==> src/rtl/smx_pkg.sv <==
// constants and types shared by the card-slot multiplexer register bank
package smx_pkg;
	// =====================================================================
	// timing
	localparam int CLK_HZ = 50_000_000;
	localparam int TICK_HZ = 32_768;
	// debounce tick period in clock cycles, rounded down
	localparam int TICK_CYCLES = CLK_HZ / TICK_HZ;
	localparam logic [10:0] TICK_LAST = 11'(TICK_CYCLES - 1);

	// =====================================================================
	// register offsets
	localparam logic [7:0] OFS_HW_ID = 8'h00;
	localparam logic [7:0] OFS_DRV_VER = 8'h01;
	localparam logic [7:0] OFS_STATUS = 8'h04;
	localparam logic [7:0] OFS_SLOT_CTRL = 8'h08;
	localparam logic [7:0] OFS_BSI_DB = 8'h0a;
	localparam logic [7:0] OFS_SDN_DB = 8'h0b;
	localparam logic [7:0] OFS_RSVD = 8'h0c;
	localparam logic [7:0] OFS_CLK_SRC = 8'h0d;
	localparam logic [7:0] OFS_DEV_CTRL = 8'h0e;
	localparam logic [7:0] OFS_TEST_FIRST = 8'h10;
	localparam logic [7:0] OFS_TEST_LAST = 8'h14;
	localparam logic [7:0] OFS_GP = 8'h15;

	// =====================================================================
	// reset values
	localparam logic [7:0] RST_DRV_VER = 8'h00;
	localparam logic [7:0] RST_DEBOUNCE = 8'h04;
	localparam logic [7:0] RST_ZERO = 8'h00;

	// =====================================================================
	// status and slot control field positions
	localparam int ST_SDN_LVL = 0;
	localparam int ST_SDN_IRQ = 1;
	localparam int ST_BAT_ABS = 2;
	localparam int ST_BAT_IRQ = 3;
	localparam int CTL_SLOT1_EN = 0;
	localparam int CTL_SLOT1_STATE = 2;
	localparam int CTL_SLOT2_EN = 4;
	localparam int CTL_SLOT2_STATE = 6;
	localparam logic [1:0] SLOT_DOWN = 2'h0;
	localparam logic [1:0] SLOT_POWERED = 2'h2;

	// =====================================================================
	// serial control bus
	localparam logic [6:0] BUS_ADDR_IRQ_LOW = 7'h3a;
	localparam logic [6:0] BUS_ADDR_IRQ_HIGH = 7'h3b;
	localparam logic [3:0] BITS_PER_BYTE = 4'h8;

	typedef enum logic [3:0] {
		SMX_IDLE, SMX_ADDR, SMX_ACK_ADDR, SMX_PTR, SMX_ACK_PTR,
		SMX_WDATA, SMX_ACK_WDATA, SMX_RDATA, SMX_RACK
	} smx_bus_state_t;
endpackage : smx_pkg

==> src/rtl/smx_evt_if.sv <==
// carrier between the register bank and one input debouncer
`timescale 1ns/1ps
`default_nettype none
interface smx_evt_if;
	logic raw;
	logic [7:0] limit;
	logic level;
	logic change;
	// debouncer side
	modport src (input raw, input limit, output level, output change);
	// register bank side
	modport dst (output raw, output limit, input level, input change);
endinterface : smx_evt_if
`default_nettype wire

==> src/rtl/smx_sync.sv <==
// two-flop synchroniser for a group of pin inputs
`timescale 1ns/1ps
`default_nettype none
module smx_sync #(
	parameter int WIDTH = 5
) (
	input wire logic clock, // system clock
	input wire logic [WIDTH-1:0] din, // asynchronous pin levels
	output logic [WIDTH-1:0] dout // synchronised levels
);
	// =====================================================================
	// per-bit stages; no reset so a strap level is seen during reset
	logic [WIDTH-1:0] meta;
	for (genvar i = 0; i < WIDTH; i++) begin : g_bit
		always_ff @(posedge clock) begin
			meta[i] <= din[i];
			dout[i] <= meta[i];
		end
	end
endmodule : smx_sync
`default_nettype wire

==> src/rtl/smx_debounce.sv <==
// debounce counter for one detection input, stepped by the slow tick
`timescale 1ns/1ps
`default_nettype none
module smx_debounce (
	input wire logic clock, // system clock
	input wire logic srst, // synchronous reset, active high
	input wire logic tick, // one-cycle slow tick
	smx_evt_if.src ev // raw level in, debounced level out
);
	logic [7:0] cnt;

	// =====================================================================
	// level follows raw only after limit+1 ticks of disagreement
	always_ff @(posedge clock) begin
		if (srst) begin
			cnt <= 8'h00;
			ev.level <= 1'b0;
			ev.change <= 1'b0;
		end else begin
			ev.change <= 1'b0;
			if (ev.raw == ev.level) begin
				cnt <= 8'h00; // glitch shorter than the window is dropped
			end else if (tick) begin
				if (cnt >= ev.limit) begin
					ev.level <= ev.raw;
					ev.change <= 1'b1;
					cnt <= 8'h00;
				end else begin
					cnt <= cnt + 8'h01;
				end
			end
		end
	end
endmodule : smx_debounce
`default_nettype wire

==> src/rtl/smx_register_bank.sv <==
// register bank of the dual card-slot multiplexer behind its serial control bus
`timescale 1ns/1ps
`default_nettype none
module smx_register_bank #(
	parameter logic [3:0] MAKER_CODE = 4'h5, // arbitrary value
	parameter logic [3:0] DEVICE_CODE = 4'ha, // arbitrary value
	parameter int TEST_REGS = 5
) (
	input wire logic clock, // 50 MHz system clock
	input wire logic srst, // synchronous reset, active high
	input wire logic scl_in, // bus clock pin
	input wire logic sda_in, // bus data pin level
	output logic sda_out, // bus data drive value, always low
	output logic sda_oe, // high pulls bus data low
	input wire logic irq_in, // interrupt pin level, strap at reset
	output logic irq_out, // interrupt drive value, always low
	output logic irq_oe, // high pulls interrupt pin low
	input wire logic shutdown_input, // shutdown pin
	input wire logic battery_sense_input, // battery comparator, high = present
	output logic [7:0] slot_control // interface control register contents
);
	// =====================================================================
	// pin synchronisers
	localparam int PIN_SCL = 0;
	localparam int PIN_SDA = 1;
	localparam int PIN_IRQ = 2;
	localparam int PIN_SDN = 3;
	localparam int PIN_BSI = 4;

	logic [4:0] pins_s;
	smx_sync #(.WIDTH(5)) u_sync (
		.clock(clock),
		.din({battery_sense_input, shutdown_input, irq_in, sda_in, scl_in}),
		.dout(pins_s)
	);

	// =====================================================================
	// bus edge and condition detection on the synchronised copies
	logic scl_d;
	logic sda_d;
	always_ff @(posedge clock) begin
		if (srst) begin
			scl_d <= 1'b1;
			sda_d <= 1'b1;
		end else begin
			scl_d <= pins_s[PIN_SCL];
			sda_d <= pins_s[PIN_SDA];
		end
	end

	logic scl_rise;
	logic scl_fall;
	logic bus_start;
	logic bus_stop;
	assign scl_rise = pins_s[PIN_SCL] & ~scl_d;
	assign scl_fall = ~pins_s[PIN_SCL] & scl_d;
	assign bus_start = pins_s[PIN_SCL] & scl_d & sda_d & ~pins_s[PIN_SDA];
	assign bus_stop = pins_s[PIN_SCL] & scl_d & ~sda_d & pins_s[PIN_SDA];

	// =====================================================================
	// bus address strap
	// strap sets address
	// the pin is caught while reset is held, before this end drives it
	logic addr_strap;
	always_ff @(posedge clock) begin
		if (srst) begin
			addr_strap <= pins_s[PIN_IRQ];
		end
	end

	logic [6:0] dev_addr;
	assign dev_addr = addr_strap ? smx_pkg::BUS_ADDR_IRQ_HIGH : smx_pkg::BUS_ADDR_IRQ_LOW;

	// =====================================================================
	// slow tick for the debounce counters
	logic [10:0] tick_cnt;
	logic tick;
	always_ff @(posedge clock) begin
		if (srst) begin
			tick_cnt <= 11'h000;
			tick <= 1'b0;
		end else if (tick_cnt == smx_pkg::TICK_LAST) begin
			tick_cnt <= 11'h000;
			tick <= 1'b1;
		end else begin
			tick_cnt <= tick_cnt + 11'h001;
			tick <= 1'b0;
		end
	end

	// =====================================================================
	// software-written registers
	logic [7:0] bsi_db;
	logic [7:0] sdn_db;
	logic [7:0] clk_src;
	logic [7:0] dev_ctrl;
	logic [7:0] gp_reg;
	logic [7:0] test_reg [TEST_REGS];

	// =====================================================================
	// input debouncers
	smx_evt_if sdn_if ();
	smx_evt_if bat_if ();
	assign sdn_if.raw = pins_s[PIN_SDN];
	assign sdn_if.limit = sdn_db;
	assign bat_if.raw = ~pins_s[PIN_BSI];
	assign bat_if.limit = bsi_db;

	smx_debounce u_sdn_db (
		.clock(clock),
		.srst(srst),
		.tick(tick),
		.ev(sdn_if)
	);
	smx_debounce u_bat_db (
		.clock(clock),
		.srst(srst),
		.tick(tick),
		.ev(bat_if)
	);

	// =====================================================================
	// bus byte engine state
	smx_pkg::smx_bus_state_t state;
	logic [3:0] bit_cnt;
	logic [7:0] shreg;
	logic [7:0] tx_sh;
	logic [7:0] ptr;
	logic rw;
	logic master_ack;
	logic byte_done;
	assign byte_done = (bit_cnt == smx_pkg::BITS_PER_BYTE);

	// a read byte is fetched on the falling edge that ends an acknowledge
	logic load_tx;
	assign load_tx = scl_fall && !bus_start && !bus_stop &&
		((state == smx_pkg::SMX_ACK_ADDR && rw) || (state == smx_pkg::SMX_RACK && master_ack));

	logic wr_now;
	assign wr_now = scl_fall && !bus_start && !bus_stop && state == smx_pkg::SMX_WDATA && byte_done;

	// =====================================================================
	// interrupt flags and slot status
	logic sdn_irq;
	logic bat_irq;
	logic status_clr;
	assign status_clr = load_tx && (ptr == smx_pkg::OFS_STATUS);

	always_ff @(posedge clock) begin
		if (srst) begin
			sdn_irq <= 1'b0;
		end else begin
			sdn_irq <= sdn_if.change | (sdn_irq & ~status_clr);
		end
	end

	always_ff @(posedge clock) begin
		if (srst) begin
			bat_irq <= 1'b0;
		end else begin
			bat_irq <= (bat_if.change & bat_if.level) | (bat_irq & ~status_clr);
		end
	end

	// slot status mapping
	// reserved state 00 with regulator on reads as powered, as the table allows
	function automatic logic [1:0] slot_status(input logic reg_en, input logic [1:0] if_state);
		logic [1:0] code;
		code = smx_pkg::SLOT_DOWN;
		if (reg_en) begin
			code = (if_state == 2'h0) ? smx_pkg::SLOT_POWERED : if_state;
		end
		return code;
	endfunction : slot_status

	logic [7:0] status_val;
	always_comb begin
		status_val = 8'h00;
		status_val[smx_pkg::ST_SDN_LVL] = pins_s[PIN_SDN];
		status_val[smx_pkg::ST_SDN_IRQ] = sdn_irq;
		status_val[smx_pkg::ST_BAT_ABS] = bat_if.level;
		status_val[smx_pkg::ST_BAT_IRQ] = bat_irq;
		status_val[5:4] = slot_status(slot_control[smx_pkg::CTL_SLOT1_EN],
			slot_control[smx_pkg::CTL_SLOT1_STATE +: 2]);
		status_val[7:6] = slot_status(slot_control[smx_pkg::CTL_SLOT2_EN],
			slot_control[smx_pkg::CTL_SLOT2_STATE +: 2]);
	end

	// =====================================================================
	// read multiplexer; unmapped and reserved offsets read zero
	logic [7:0] rd_val;
	logic [2:0] test_idx;
	assign test_idx = 3'(ptr - smx_pkg::OFS_TEST_FIRST);

	always_comb begin
		rd_val = 8'h00;
		unique case (ptr)
			smx_pkg::OFS_HW_ID: rd_val = {MAKER_CODE, DEVICE_CODE};
			smx_pkg::OFS_DRV_VER: rd_val = smx_pkg::RST_DRV_VER;
			smx_pkg::OFS_STATUS: rd_val = status_val;
			smx_pkg::OFS_SLOT_CTRL: rd_val = slot_control;
			smx_pkg::OFS_BSI_DB: rd_val = bsi_db;
			smx_pkg::OFS_SDN_DB: rd_val = sdn_db;
			smx_pkg::OFS_CLK_SRC: rd_val = clk_src;
			smx_pkg::OFS_DEV_CTRL: rd_val = dev_ctrl;
			smx_pkg::OFS_GP: rd_val = gp_reg;
			default: begin
				if (ptr >= smx_pkg::OFS_TEST_FIRST && ptr <= smx_pkg::OFS_TEST_LAST) begin
					rd_val = test_reg[test_idx];
				end
			end
		endcase
	end

	// =====================================================================
	// register writes, taken when the eighth data bit has been clocked
	always_ff @(posedge clock) begin
		if (srst) begin
			slot_control <= smx_pkg::RST_ZERO;
			bsi_db <= smx_pkg::RST_DEBOUNCE;
			sdn_db <= smx_pkg::RST_DEBOUNCE;
			clk_src <= smx_pkg::RST_ZERO;
			dev_ctrl <= smx_pkg::RST_ZERO;
			gp_reg <= smx_pkg::RST_ZERO;
		end else if (wr_now) begin
			unique case (ptr)
				smx_pkg::OFS_SLOT_CTRL: slot_control <= shreg;
				smx_pkg::OFS_BSI_DB: bsi_db <= shreg;
				smx_pkg::OFS_SDN_DB: sdn_db <= shreg;
				smx_pkg::OFS_CLK_SRC: clk_src <= shreg;
				smx_pkg::OFS_DEV_CTRL: dev_ctrl <= shreg;
				smx_pkg::OFS_GP: gp_reg <= shreg;
				default: ; // read-only or unmapped: write dropped; test bytes are stored below
			endcase
		end
	end

	// factory test bytes, plain storage
	for (genvar i = 0; i < TEST_REGS; i++) begin : g_test
		always_ff @(posedge clock) begin
			if (srst) begin
				test_reg[i] <= smx_pkg::RST_ZERO;
			end else if (wr_now && ptr == smx_pkg::OFS_TEST_FIRST + 8'(i)) begin
				test_reg[i] <= shreg;
			end
		end
	end

	// =====================================================================
	// bus byte engine: address, pointer, write data, read data
	// data changes only after scl falls, so setup to the next rise is a half period
	always_ff @(posedge clock) begin
		if (srst) begin
			state <= smx_pkg::SMX_IDLE;
			bit_cnt <= 4'h0;
			shreg <= 8'h00;
			tx_sh <= 8'h00;
			ptr <= 8'h00;
			rw <= 1'b0;
			master_ack <= 1'b0;
			sda_oe <= 1'b0;
		end else if (bus_start) begin
			state <= smx_pkg::SMX_ADDR;
			bit_cnt <= 4'h0;
			sda_oe <= 1'b0;
		end else if (bus_stop) begin
			state <= smx_pkg::SMX_IDLE;
			sda_oe <= 1'b0;
		end else if (scl_rise) begin
			if (state == smx_pkg::SMX_RACK) begin
				master_ack <= ~pins_s[PIN_SDA];
			end else if (state inside {smx_pkg::SMX_ADDR, smx_pkg::SMX_PTR, smx_pkg::SMX_WDATA}) begin
				shreg <= {shreg[6:0], pins_s[PIN_SDA]};
			end
			bit_cnt <= bit_cnt + 4'h1;
		end else if (scl_fall) begin
			unique case (state)
				smx_pkg::SMX_IDLE: ;
				smx_pkg::SMX_ADDR: begin
					if (byte_done) begin
						if (shreg[7:1] == dev_addr) begin
							state <= smx_pkg::SMX_ACK_ADDR;
							rw <= shreg[0];
							sda_oe <= 1'b1;
						end else begin
							state <= smx_pkg::SMX_IDLE; // another target, stay off the bus
						end
					end
				end
				smx_pkg::SMX_PTR: begin
					if (byte_done) begin
						ptr <= shreg;
						state <= smx_pkg::SMX_ACK_PTR;
						sda_oe <= 1'b1;
					end
				end
				smx_pkg::SMX_WDATA: begin
					if (byte_done) begin
						ptr <= ptr + 8'h01;
						state <= smx_pkg::SMX_ACK_WDATA;
						sda_oe <= 1'b1;
					end
				end
				smx_pkg::SMX_ACK_ADDR: begin
					bit_cnt <= 4'h0;
					if (rw) begin
						state <= smx_pkg::SMX_RDATA;
						tx_sh <= rd_val;
						sda_oe <= ~rd_val[7];
						ptr <= ptr + 8'h01;
					end else begin
						state <= smx_pkg::SMX_PTR;
						sda_oe <= 1'b0;
					end
				end
				smx_pkg::SMX_ACK_PTR, smx_pkg::SMX_ACK_WDATA: begin
					state <= smx_pkg::SMX_WDATA;
					bit_cnt <= 4'h0;
					sda_oe <= 1'b0;
				end
				smx_pkg::SMX_RDATA: begin
					if (byte_done) begin
						state <= smx_pkg::SMX_RACK;
						bit_cnt <= 4'h0;
						sda_oe <= 1'b0; // release for the master's acknowledge
					end else begin
						tx_sh <= {tx_sh[6:0], 1'b0};
						sda_oe <= ~tx_sh[6];
					end
				end
				smx_pkg::SMX_RACK: begin
					bit_cnt <= 4'h0;
					if (master_ack) begin
						state <= smx_pkg::SMX_RDATA;
						tx_sh <= rd_val;
						sda_oe <= ~rd_val[7];
						ptr <= ptr + 8'h01;
					end else begin
						state <= smx_pkg::SMX_IDLE;
					end
				end
			endcase
		end
	end

	// =====================================================================
	// open-drain pin drivers
	// interrupt pin pending
	// the pin is only pulled low, so the strap pull-up still decides idle level
	always_ff @(posedge clock) begin
		if (srst) begin
			irq_oe <= 1'b0;
			irq_out <= 1'b0;
			sda_out <= 1'b0;
		end else begin
			irq_oe <= sdn_irq | bat_irq;
			irq_out <= 1'b0;
			sda_out <= 1'b0;
		end
	end
endmodule : smx_register_bank
`default_nettype wire

==> config.mk <==
export PLATFORM = sky130hd
export DESIGN_NAME = smx_register_bank
export DESIGN_NICKNAME = d
export VERILOG_FILES = /design/src/rtl/smx_pkg.sv /design/src/rtl/smx_evt_if.sv /design/src/rtl/smx_sync.sv /design/src/rtl/smx_debounce.sv /design/src/rtl/smx_register_bank.sv
export SDC_FILE = /design/constraint.sdc
export NUM_CORES = 1
export LEC_CHECK = 0
export BUFFER_PORTS_ARGS = -buffer_cell sky130_fd_sc_hd__buf_2
export CORE_ASPECT_RATIO = 0.5
export CORE_MARGIN = 3
export CORE_UTILIZATION = 39
export CTS_CLUSTER_SIZE = 8
export DETAILED_ROUTE_END_ITERATION = 16
export GPL_TIMING_DRIVEN = 0
export PLACE_DENSITY = 0.59
export SYNTH_ARGS = -nofsm -noshare
export SYNTH_HDL_FRONTEND = slang
export SYNTH_SLANG_ARGS = --single-unit
export TNS_END_PERCENT = 10
==> constraint.sdc <==
create_clock -name clock -period 2.5 [get_ports clock]
set_input_delay 0.125 -clock clock [delete_from_list [all_inputs] [get_ports clock]]
set_output_delay 0.125 -clock clock [all_outputs]
set_load 0.01 [all_outputs]
==> metrics <==
Netlist Area Pre-Place 8547 um^2; synth cell count leaders dfxtp_1, nor2_1, nand2_1; total CTS buffers 17; final WL 23880 um; reg-to-reg slack, setup 30 ps; via count 6808; EDFF count, synth 41; CP Cell Sequence ha_1, clkbuf_1, clkbuf_1, a21o_1; vias in the first global route 6661; max-slew violations 0; clk_lat worst skew 450 ps; largest area contributor in the netlist dfxtp_1; startpoint types register; Worst-Margin Slew 840.5 ps; slowest library cell on the worst path clkbuf_1; final total power 5.700 mW; area of all placed cells without fillers 9712 um^2; clock slew at reported path FFs 70 ps; FF-to-FF Start ptr[0]$_SDFFE_PP0P_; WHS Endpoint test_reg[1][7]$_SDFFCE_PN0P_; min-delay src srst; die height 110.7 um; Reg2Reg Capture Point test_reg[3][1]$_SDFFCE_PN0P_; CTS sink cnt 173; Worst Hold Class input pin to register; DIE AREA 23840 um^2; R2R depth 4; GPL Wtd Cong 0.9726; Final period util 98.76%; GRT overflow 0; TritonRoute pass-1 iters 5; Max clock buf depth 2; area grow syn2layout 13.63%; status complete, no violations; share of cells above drive strength 1 11.86%; Mapped Cells 895; Bufs and invs on worst path 2; initial antenna violation count 2; Synth area leaders dfxtp_1, edfxtp_1, mux2i_1, nor2_1, ha_1; pin count of the biggest net entering global routing 18; crit-path max FO 10; post-route setup slack 31.02 ps; DR iter-0 viols 565; cell mode on critical path clkbuf_1; Ys Warns 0; IO Count 19; H-tree depth 4; Seq/Total Area, Yosys 45.32%; remaining antenna violation count after routing 0; Post-DP Area 8996 um^2; Largest register FFs 40; Critical Path AT 2570 ps; Worst slew margin 43.97%; # diodes 0; CP Capture Type register; Crit path max-delay family buffers and inverters; Row Count 37; critical path type register to register; post-DR vias/cell 5.468; share of the synthesized area in the top cell type 30.92%; Critical Path Max Stage Delay 480 ps; Nets 978; P_leak 3.694 nW; Place WS -138.6 ps; Final Hold Fails 0; Fin Clk Skew 11.46 ps; chip width 215.4 um; setup violators final 0; CTS tree built; most common cell in the synthesized netlist dfxtp_1; mean post-synth cell area 9.550 um^2; PD cells 586.9 nW/um^2; IO Port Bufs 16; first-pass GRT wire length 37890 um; global-route usage over all layers 20.31%; Main synth FF type dfxtp_1; Worst VDD drop 0.0004623 V; Initial Util 40.67%; RSZ-0062 raised after global routing true; synth unique cells 71; WP data required 2600 ps; Post-DP HPWL 16810 um; DRC 0; post-DR wirelength/cell 19.18 um; flops & latches, synth 173; Tmin final 2469 ps; fmax 405.0 MHz; Async SR Flop Fraction 0%; hold path depth 3; root buf cell clkbuf_16; Hold WS 294.9 ps; max_cap viols 0; Core Box Area 21020 um^2
[cell usage in the layout (no fill, tap or decap), types with 4 or more instances in the layout]
| cell type | netlist | final |
|---|---|---|
| edfxtp_1 | 41 | 41 |
| ha_1 | 31 | 31 |
| mux4_2 | 8 | 8 |
| a21oi_1 | 37 | 37 |
| a22oi_1 | 11 | 11 |
| nand4_1 | 13 | 13 |
| and2_1 | 24 | 22 |
| nand3_1 | 20 | 20 |
| a32oi_1 | 6 | 6 |
| nor2b_1 | 11 | 11 |
| nand2b_1 | 14 | 12 |
| nand3b_1 | 4 | 4 |
| and3_1 | 36 | 36 |
| mux2_2 | 6 | 6 |
| a211o_1 | 5 | 5 |
| o21ai_0 | 23 | 22 |
| nor2_1 | 110 | 110 |
| a31oi_1 | 6 | 6 |
| mux2i_1 | 52 | 52 |
| nor4_1 | 5 | 5 |
| clkbuf_16 | 0 | 17 |
| nor3_1 | 20 | 19 |
| clkinv_4 | 0 | 6 |
| buf_4 | 6 | 11 |
| inv_1 | 36 | 36 |
| a22o_1 | 17 | 17 |
| xnor2_1 | 8 | 8 |
| a21o_1 | 12 | 12 |
| xor2_1 | 16 | 16 |
| or2_2 | 7 | 7 |
| buf_2 | 12 | 26 |
| a211oi_1 | 10 | 9 |
| dfxtp_1 | 132 | 129 |
| nand2_1 | 58 | 58 |
| dlygate4sd3_1 | 0 | 6 |
| clkbuf_1 | 36 | 35 |
[report_power, final]
group          internal (mW)  total (mW)  switching (mW)
Sequential              2.90        2.92          0.0219
Clock                   1.39        2.61            1.22
Combinational         0.0583       0.167           0.109
[timing repair]
action,CTS,global route
gates cloned,0,0
endpoints found under the hold margin,6,0
hold buffers,6,0
pin swaps,1,1
setup endpoints to repair,37,97
gates resized for setup,5,19
buffers inserted,2,1
[worst max-delay path by stage]
stage | startpoint | endpoint | cells after the start
after detailed placement | scl_d$_SDFF_PP1_ | tx_sh[4]$_SDFFE_PP0P_ | 8
after CTS | bit_cnt[0]$_SDFFE_PP0P_ | test_reg[3][7]$_SDFFCE_PN0P_ | 10
after global placement | scl_d$_SDFF_PP1_ | register | 9
final | ptr[0]$_SDFFE_PP0P_ | test_reg[3][1]$_SDFFCE_PN0P_ | 4
after global routing | scl_d$_SDFF_PP1_ | tx_sh[6]$_SDFFE_PP0P_ | 8
after floorplan | bit_cnt[0]$_SDFFE_PP0P_ | test_reg[1][0]$_SDFFCE_PN0P_ | 10
[worst min-delay path, stage by stage]
cell and delay [ps]:
buf_2 110, and2b_2 240, and3_1 150
[area by class of cell]
cell class	instances	area (um^2)
tap	292	365.4
fill	2012	11310
multi-input combinational	629	4332
timing repair buffer	25	162.7
inverter	36	135.1
sequential	173	3880
buffer	58	264.0
clock buffer	18	429.2
clock inverter	14	143.9
[metal layers]
layer | GRT usage, % | wire [um] | share of wire (%)
met5 | 0 | 13 | 0.054
met4 | 4.134 | 307 | 1.3
met3 | 5.285 | 1558 | 6.5
met2 | 32.28 | 10700 | 45
met1 | 28.07 | 11300 | 47
[cells by family after synthesis]
family | count (synthesis) | share of synthesized area (%)
flip-flops | 173 | 45.32
buffers and inverters | 94 | 4.567
multiplexers | 66 | 8.988
other | 1 | 0.04388
AO/OA/AOI/OAI | 159 | 13.10
AND/OR/NAND/NOR | 347 | 20.98
adder cells (fa/ha/maj) | 31 | 4.538
XOR/XNOR | 24 | 2.459
[per-stage QoR]
step | cells | util, % | TNS, ps
floorplan | 896 | - | 0
global placement | 1204 | 42.80 | -1517
detailed placement | 1204 | 42.80 | -1668
CTS | 1244 | 45.98 | 0
global route | 1245 | 46.21 | -150.0
finish | 1245 | 46.21 | 0
Note: power is estimated with default switching activity, not from simulation.
